--- src/include/swic_pkg.sv ---
// constants for the sleep/wake and interrupt pin control block
package swic_pkg;
  // register indices; byte address is four times the index
  localparam logic [7:0] REG_PIN_CTRL_IDX = 8'h2C;
  localparam logic [7:0] REG_SRC_EN_IDX = 8'h2D;
  localparam logic [7:0] REG_SYS_MODE_IDX = 8'h0B;
  localparam logic [7:0] REG_CFG_IDX = 8'h30;
  localparam logic [7:0] REG_EVT_STAT_IDX = 8'h31;
  localparam logic [7:0] REG_EVT_EN_IDX = 8'h32;
  localparam logic [7:0] REG_EVT_CLR_IDX = 8'h33;
  localparam int ADDR_W = 10;
  // pin control register fields
  localparam int PC_FIFO_GATE = 7;
  localparam int PC_WAKE_LO = 2;
  localparam int PC_WAKE_HI = 6;
  localparam int PC_IPOL = 1;
  localparam int PC_DRIVE_STYLE = 0;
  localparam logic [7:0] PIN_CTRL_RESET = 8'h00;
  localparam logic [7:0] SRC_EN_RESET = 8'h00;
  // source bit layout: aslp fifo trans orient pulse ffmt vecm drdy
  localparam int SRC_FUNC_LO = 1;
  localparam int SRC_FUNC_HI = 5;
  localparam int NUM_FUNC = 5;
  // own configuration register fields
  localparam int CFG_ODR_LO = 3;
  localparam int CFG_ODR_HI = 5;
  localparam int CFG_AUTO_SLEEP = 2;
  localparam logic [7:0] CFG_RESET = 8'h00;
  // system mode register fields
  localparam int SM_GATE_ERR = 7;
  localparam int SM_SLEEP = 0;
  // event status bits
  localparam int NUM_EVT = 4;
  localparam int EV_MODE_CHG = 0;
  localparam int EV_FLUSH = 1;
  localparam int EV_GATE_ERR = 2;
  localparam int EV_FUNC_IRQ = 3;
  localparam logic [3:0] EVT_RESET = 4'h0;
  // fifo gate states
  typedef enum logic [1:0] {
    GATE_OPEN = 2'b01,
    GATE_HELD = 2'b10
  } swic_gate_type;
endpackage

--- src/verilog/swic_pin_drv.sv ---
// one interrupt pin driver with polarity and drive style
`timescale 1ns/1ps
`default_nettype none
module swic_pin_drv (
  // clock and reset
  input wire logic clock,
  input wire logic rst_n,
  // control
  input wire logic active,
  input wire logic polarity,
  input wire logic open_drain,
  // pin
  output logic pin_out,
  output logic pin_oe
);
  logic next_out;
  logic next_oe;

  // push-pull always drives; open-drain only pulls low
  assign next_out = open_drain ? 1'b0 : (active ~^ polarity);
  assign next_oe = open_drain ? (active ^ polarity) : 1'b1;

  // register the pin; reset drives inactive level of default mode
  always_ff @(posedge clock or negedge rst_n)
  begin
    if (!rst_n)
    begin
      pin_out <= 1'b1;
      pin_oe <= 1'b1;
    end
    else
    begin
      pin_out <= next_out;
      pin_oe <= next_oe;
    end
  end
endmodule
`default_nettype wire

--- src/verilog/swic_top.sv ---
// sleep/wake fifo gating, wake selection and interrupt pin control
// Behaviour
// - gate clear: mode change flushes the fifo
// - gate set: mode change blocks fifo input
// - while held keep contents, drop new samples
// - held and not emptied at sample: gate error
// - gate error stays while fifo not emptied
// - emptying fifo clears error, reopens input
// - any data rate change flushes the fifo
// - transient wake bit keeps detector in sleep
// - orientation wake bit keeps detector in sleep
// - pulse wake bit keeps detector in sleep
// - freefall/motion wake bit keeps detector in sleep
// - magnitude wake bit keeps detector in sleep
// - polarity bit sets asserted pin level
// - style bit selects push-pull or open-drain
// - auto-sleep transitions reset function counters
// - per-function enable gates flag onto pins
// - sources on one pin are ORed
//
// Added by the designer: register access over Avalon-MM.
`timescale 1ns/1ps
`default_nettype none
module swic_top #(
  parameter logic [7:0] PIN_A_MASK = 8'hFF
) (
  // clock and reset
  input wire logic clock,
  input wire logic rstn,
  // avalon-mm slave
  input wire logic [swic_pkg::ADDR_W-1:0] address,
  input wire logic read,
  input wire logic write,
  input wire logic [31:0] writedata,
  input wire logic [3:0] byteenable,
  output logic [31:0] readdata,
  output logic waitrequest,
  // system state and fifo
  input wire logic sleep_mode,
  input wire logic sample_valid,
  input wire logic fifo_empty,
  output logic sample_write,
  output logic fifo_flush,
  output logic fifo_accept,
  output logic counter_reset,
  // detection functions
  input wire logic [7:0] src_flags,
  output logic [swic_pkg::NUM_FUNC-1:0] func_run,
  // interrupt pins and block interrupt
  output logic irq_pin_a_out,
  output logic irq_pin_a_oe,
  output logic irq_pin_b_out,
  output logic irq_pin_b_oe,
  output logic irq
);
  logic [1:0] rst_sync;
  logic rst_n;
  logic [7:0] pin_ctrl;
  logic [7:0] src_en;
  logic [7:0] cfg;
  logic [swic_pkg::NUM_EVT-1:0] evt_stat;
  logic [swic_pkg::NUM_EVT-1:0] evt_en;
  logic sleep_prev;
  logic [2:0] odr_prev;
  logic gate_err;
  swic_pkg::swic_gate_type gate_state;
  swic_pkg::swic_gate_type next_gate_state;

  // reset release through two flip-flops
  always_ff @(posedge clock or negedge rstn)
  begin
    if (!rstn)
      rst_sync <= 2'h0;
    else
      rst_sync <= {rst_sync[0], 1'b1};
  end
  assign rst_n = rst_sync[1];

  // bus decode: one wait state, access completes when waitrequest low
  wire [7:0] reg_idx = address[swic_pkg::ADDR_W-1:2];
  wire bus_req = read | write;
  wire bus_done = bus_req & ~waitrequest;
  wire wr_ok = write & bus_done & byteenable[0];
  wire wr_pin_ctrl = wr_ok & (reg_idx == swic_pkg::REG_PIN_CTRL_IDX);
  wire wr_src_en = wr_ok & (reg_idx == swic_pkg::REG_SRC_EN_IDX);
  wire wr_cfg = wr_ok & (reg_idx == swic_pkg::REG_CFG_IDX);
  wire wr_evt_en = wr_ok & (reg_idx == swic_pkg::REG_EVT_EN_IDX);
  wire wr_evt_clr = wr_ok & (reg_idx == swic_pkg::REG_EVT_CLR_IDX);

  // control fields
  wire fifo_gate = pin_ctrl[swic_pkg::PC_FIFO_GATE];
  wire [swic_pkg::NUM_FUNC-1:0] wake_bits = pin_ctrl[swic_pkg::PC_WAKE_HI:swic_pkg::PC_WAKE_LO];
  wire ipol = pin_ctrl[swic_pkg::PC_IPOL];
  wire irq_pin_drive_style = pin_ctrl[swic_pkg::PC_DRIVE_STYLE];
  wire [2:0] odr = cfg[swic_pkg::CFG_ODR_HI:swic_pkg::CFG_ODR_LO];
  wire auto_sleep = cfg[swic_pkg::CFG_AUTO_SLEEP];

  // system mode register: gate error and current mode
  wire [7:0] system_mode_register = {gate_err, 6'h00, sleep_mode};

  // read data selection; unmapped addresses read zero
  wire [7:0] rd_byte =
    (reg_idx == swic_pkg::REG_PIN_CTRL_IDX) ? pin_ctrl :
    (reg_idx == swic_pkg::REG_SRC_EN_IDX) ? src_en :
    (reg_idx == swic_pkg::REG_SYS_MODE_IDX) ? system_mode_register :
    (reg_idx == swic_pkg::REG_CFG_IDX) ? cfg :
    (reg_idx == swic_pkg::REG_EVT_STAT_IDX) ? {4'h0, evt_stat} :
    (reg_idx == swic_pkg::REG_EVT_EN_IDX) ? {4'h0, evt_en} : 8'h00;

  // waitrequest drops one cycle after a request appears
  always_ff @(posedge clock or negedge rst_n)
  begin
    if (!rst_n)
    begin
      waitrequest <= 1'b1;
      readdata <= 32'h0000_0000;
    end
    else
    begin
      waitrequest <= ~(bus_req & waitrequest);
      if (read & waitrequest)
        readdata <= {24'h00_0000, rd_byte};
    end
  end

  // software registers
  always_ff @(posedge clock or negedge rst_n)
  begin
    if (!rst_n)
    begin
      pin_ctrl <= swic_pkg::PIN_CTRL_RESET;
      src_en <= swic_pkg::SRC_EN_RESET;
      cfg <= swic_pkg::CFG_RESET;
      evt_en <= swic_pkg::EVT_RESET;
    end
    else
    begin
      if (wr_pin_ctrl)
        pin_ctrl <= writedata[7:0];
      if (wr_src_en)
        src_en <= writedata[7:0];
      if (wr_cfg)
        cfg <= writedata[7:0];
      if (wr_evt_en)
        evt_en <= writedata[swic_pkg::NUM_EVT-1:0];
    end
  end

  // transitions of mode and data rate
  wire mode_chg = sleep_mode ^ sleep_prev;
  wire odr_chg = odr != odr_prev;
  wire held = gate_state == swic_pkg::GATE_HELD;
  always_ff @(posedge clock or negedge rst_n)
  begin
    if (!rst_n)
    begin
      sleep_prev <= 1'b0;
      odr_prev <= 3'h0;
    end
    else
    begin
      sleep_prev <= sleep_mode;
      odr_prev <= odr;
    end
  end

  // fifo gate state: hold after a mode change until the host empties it
  always_comb
  begin
    next_gate_state = gate_state;
    case (gate_state)
      swic_pkg::GATE_OPEN:
        if (mode_chg & fifo_gate)
          next_gate_state = swic_pkg::GATE_HELD;
      swic_pkg::GATE_HELD:
        if (fifo_empty)
          next_gate_state = swic_pkg::GATE_OPEN;
      default:
        next_gate_state = swic_pkg::GATE_OPEN;
    endcase
  end

  // flush requests and held-sample handling
  wire flush_req = (mode_chg & ~fifo_gate) | odr_chg;
  wire held_sample = held & sample_valid & ~fifo_empty;
  wire next_gate_err = held & ~fifo_empty & (gate_err | sample_valid);
  wire next_accept = next_gate_state == swic_pkg::GATE_OPEN;

  // gate registers and fifo controls
  always_ff @(posedge clock or negedge rst_n)
  begin
    if (!rst_n)
    begin
      gate_state <= swic_pkg::GATE_OPEN;
      gate_err <= 1'b0;
      fifo_flush <= 1'b0;
      fifo_accept <= 1'b1;
      sample_write <= 1'b0;
      counter_reset <= 1'b0;
    end
    else
    begin
      gate_state <= next_gate_state;
      gate_err <= next_gate_err;
      fifo_flush <= flush_req;
      fifo_accept <= next_accept;
      sample_write <= sample_valid & ~held & ~(mode_chg & fifo_gate);
      counter_reset <= mode_chg & auto_sleep;
    end
  end

  // sleep gating of the detection functions
  wire [swic_pkg::NUM_FUNC-1:0] next_run = wake_bits | {swic_pkg::NUM_FUNC{~sleep_mode}};
  always_ff @(posedge clock or negedge rst_n)
  begin
    if (!rst_n)
      func_run <= {swic_pkg::NUM_FUNC{1'b1}};
    else
      func_run <= next_run;
  end

  // flags from sleeping functions are dropped, then enables gate each source
  wire [7:0] run_mask = {2'b11, func_run, 1'b1};
  wire [7:0] live_flags = src_flags & run_mask;
  wire [7:0] routed = live_flags & src_en;
  wire pin_a_active = |(routed & PIN_A_MASK);
  wire pin_b_active = |(routed & ~PIN_A_MASK);

  // pin drivers
  swic_pin_drv u_pin_a (
    .clock(clock),
    .rst_n(rst_n),
    .active(pin_a_active),
    .polarity(ipol),
    .open_drain(irq_pin_drive_style),
    .pin_out(irq_pin_a_out),
    .pin_oe(irq_pin_a_oe)
  );
  swic_pin_drv u_pin_b (
    .clock(clock),
    .rst_n(rst_n),
    .active(pin_b_active),
    .polarity(ipol),
    .open_drain(irq_pin_drive_style),
    .pin_out(irq_pin_b_out),
    .pin_oe(irq_pin_b_oe)
  );

  // block events: sticky status, set wins over clear
  wire [swic_pkg::NUM_EVT-1:0] evt_set = {pin_a_active | pin_b_active, held_sample & ~gate_err,
    flush_req, mode_chg};
  wire [swic_pkg::NUM_EVT-1:0] evt_clr = wr_evt_clr ? writedata[swic_pkg::NUM_EVT-1:0] : 4'h0;
  always_ff @(posedge clock or negedge rst_n)
  begin
    if (!rst_n)
    begin
      evt_stat <= swic_pkg::EVT_RESET;
      irq <= 1'b0;
    end
    else
    begin
      evt_stat <= (evt_stat & ~evt_clr) | evt_set;
      irq <= |(((evt_stat & ~evt_clr) | evt_set) & evt_en);
    end
  end
endmodule
`default_nettype wire

--- config.mk ---
export PLATFORM = sky130hd
export DESIGN_NAME = swic_top
export DESIGN_NICKNAME = d
export VERILOG_FILES = /design/src/include/swic_pkg.sv /design/src/verilog/swic_pin_drv.sv /design/src/verilog/swic_top.sv
export SDC_FILE = /design/constraint.sdc
export NUM_CORES = 1
export LEC_CHECK = 0
export ABC_AREA = 1
export ABC_CLOCK_PERIOD_IN_PS = 4300
export BUFFER_PORTS_ARGS = -buffer_cell sky130_fd_sc_hd__buf_2
export CORE_ASPECT_RATIO = 0.7
export CORE_MARGIN = 5
export CORE_UTILIZATION = 55
export CTS_BUF_LIST = sky130_fd_sc_hd__clkbuf_8
export CTS_CLUSTER_SIZE = 12
export DETAILED_ROUTE_END_ITERATION = 8
export PLACE_DENSITY = 0.92
export SLEW_MARGIN = 20
export SYNTH_ARGS = -nofsm -noshare
export SYNTH_HDL_FRONTEND = slang
export SYNTH_SLANG_ARGS = --single-unit
--- constraint.sdc ---
create_clock -name clock -period 4.3 [get_ports clock]
set_input_delay 0.86 -clock clock [delete_from_list [all_inputs] [get_ports clock]]
set_output_delay 0.86 -clock clock [all_outputs]
set_load 0.05 [all_outputs]
==> metrics <==
status=finished, final reports clean; routability-driven placement congestion ratio=0.8907; clock sinks=64; clk_lat worst skew=0.35 ns; asr flop ratio synth=100.0%; Via Count=2534; clock-pin transition on the worst setup and hold timing paths=0.07 ns; CP Depth=1; Internal=0.001071 W; area grow syn2layout=14.93%; Final min period=2.016 ns; GRT Residual Overflow=0; Post-Synthesis Cells=364; RSZ-0062 raised after global routing=no; number of diodes=0; Core Rows=23; Antenna Nets Post-Route=0; area occupied by registers=1618 µm²; synth top area cells=dfrtp_1 40%, nand2_1 11%, dfstp_2 9.7%, o21ai_2 6.2%, buf_4 5.5%; Final Hold Fails=0; Pwr Total=0.001496 W; Mapped Area=3251 µm²; post-cts sizing count=0; pwr dens=400.4 nW/µm²; die area=7572 µm²; synth warn=0; setup TNS=0 ns; Least-Margin Pin Slew=0.7676 ns; worst min-delay path category=in2async; Net Sw Power=0.0004249 W; largest net degree at the start of global routing=63; count leader, synth=nand2_1; Main synth FF type=dfrtp_1; Inserted Clock Buffers=9; clock buffer depth=2; number of synthesized register bits=64; Setup Viol. Count Final=0; Worst IR Drop VDD=0.2661 mV; Netlist cell types=29; R2R Setup Slk=2.73 ns; CTS tree=built; Root Buffer=clkbuf_8; area leader, netlist=dfrtp_1; vias in the first global route=2473; Seq pwr share=43.9%; WS Path Type=reg2out; initial drt markers=140; critical path data arrival time=1.16 ns; cell family with the largest share of critical-path delay=flip-flops; GRT Overall Usage=20.51%; fin cells=506; Initial Util=56.76%; Die X=101.9 µm; Reg2Reg Depth=6; PortBufs=54; Vias/cell=5.008; Post-synth EDFFs=0; sequential cell area fraction in the yosys report=49.73%; Remaining DRCs=0; peak fanout along the critical path=4; sw frac=28.40%; hold_buf cts=0; I/O Pins=108; final max-slew violation count=0; crit path cell chain=buf_2; max-cap viol count=0; Critical Path Start Type=register; Routed wire per std cell=14.54 µm; HPWL Detailed=5619 µm; final worst-path cycle share=46.89%; initial antenna violation count=0; TritonRoute pass-1 iters=5; nets=489; first-pass GRT wire length=11690 µm; Worst Path Required=3.44 ns; Leak=1.980 nW; Reg-to-Reg Start=waitrequest; H-tree Lvls=3; power share of the combinational group=14.5%; worst clock skew=0.008014 ns; average cell area after synthesis=8.930 µm²; die height=74.32 µm; Setup Buffers After CTS=0; Slew HR=48.83%; commonest cells in the netlist=96 x nand2_1, 52 x dfrtp_1, 38 x inv_1; Core ar.=5727 µm²; layout cell share with drive strength beyond 1=32.25%; Worst Setup End Kind=primary output; CP peak stage delay=0.55 ns; FMAX=496.0 MHz; top-area cell type share of the netlist area=40.03%; WL final=7355 µm; Worst R2R End=pin_ctrl[7]; # fillers=471; Slowest-stage cell, CP=dfstp_2; clock share of power=41.7%; Buf+Inv Stages, Crit Path=1; Placed Cells=490; multi-input logic area=1344 µm²
==> cell usage in the layout, fill, tap and decap left out, types with 3 or more instances in the layout <==
cell type	Yosys	layout
nand2_1	96	96
buf_2	0	54
dfrtp_1	52	51
inv_1	38	38
nand3_1	32	32
conb_1	2	25
o21ai_2	23	23
nor2_1	18	18
o21ai_0	13	13
dfstp_2	12	12
nand2_2	9	9
clkbuf_8	0	9
o21ai_1	6	6
or2_2	5	5
nor2_2	5	5
nor2_4	3	3
xnor2_1	3	3
nand2_4	3	3
o211ai_1	3	3
bufinv_16	0	3
==> registers in the layout, indices dropped and copies added (netlist names), 2 cells and up <==
name        count
evt_en          4
evt_stat        4
rst_sync        2
cfg             8
odr_prev        3
func_run        5
readdata        8
gate_state      2
pin_ctrl        8
src_en          8
==> layout make-up <==
class                   count  area share, %
clock inverters             7          3.215
clock buffers               9          3.315
well taps                  75          2.512
multi-input cells         255          35.97
flip-flops and latches     64          43.30
repair buffers             55          7.435
inverters                  41          4.253
==> metal layers <==
layer	track usage (%)	share of wire, %	up-vias
met5	0	0	-
met4	6.405	1.4	0
met3	5.530	7.8	10
met2	34.49	49	88
met1	26.27	41	1197
li1	-	-	1239
==> power groups by stage <==
stage	Combinational [W]	Sequential, W	Clock [W]
after floorplan	0.000133	0.000714	0
after global placement	0.000210	0.000665	0
after detailed placement	0.000217	0.000666	0
after CTS	0.000218	0.000656	0.000633
after global routing	0.000238	0.000660	0.000658
final	0.000217	0.000656	0.000623
==> worst max path at each step <==
stage	startpoint	to
floorplan	rst_sync[1]	cfg[0]
global placement	address[9]	pin_ctrl[2]
detailed placement	address[9]	pin_ctrl[7]
CTS	waitrequest	waitrequest
global route	waitrequest	waitrequest
finish	waitrequest	waitrequest
==> kinds of logic (layout without fill, tap and decap cells) <==
group	Yosys count	count (layout)	synth area share, %
compound gates	45	45	9.815
xor+xnor	3	3	0.8085
fa+ha+maj	2	2	0.7697
buf+inv	68	112	11.59
flops	64	64	49.73
other cells	2	25	0.2310
simple gates	180	180	27.06
==> stage by stage <==
step	hold slack (ns)	util [%]	setup WS, ns	cell area [µm²]
final	0.2805	65.24	2.284	3736
after global routing	0.2695	65.24	2.252	3736
after CTS	0.2662	65.24	2.263	3736
after detailed placement	0.3396	60.98	2.154	3492
after global placement	0.3345	60.98	2.210	3492
after floorplan	0.3312	-	2.407	3337
(Power assumes the default switching activity.)
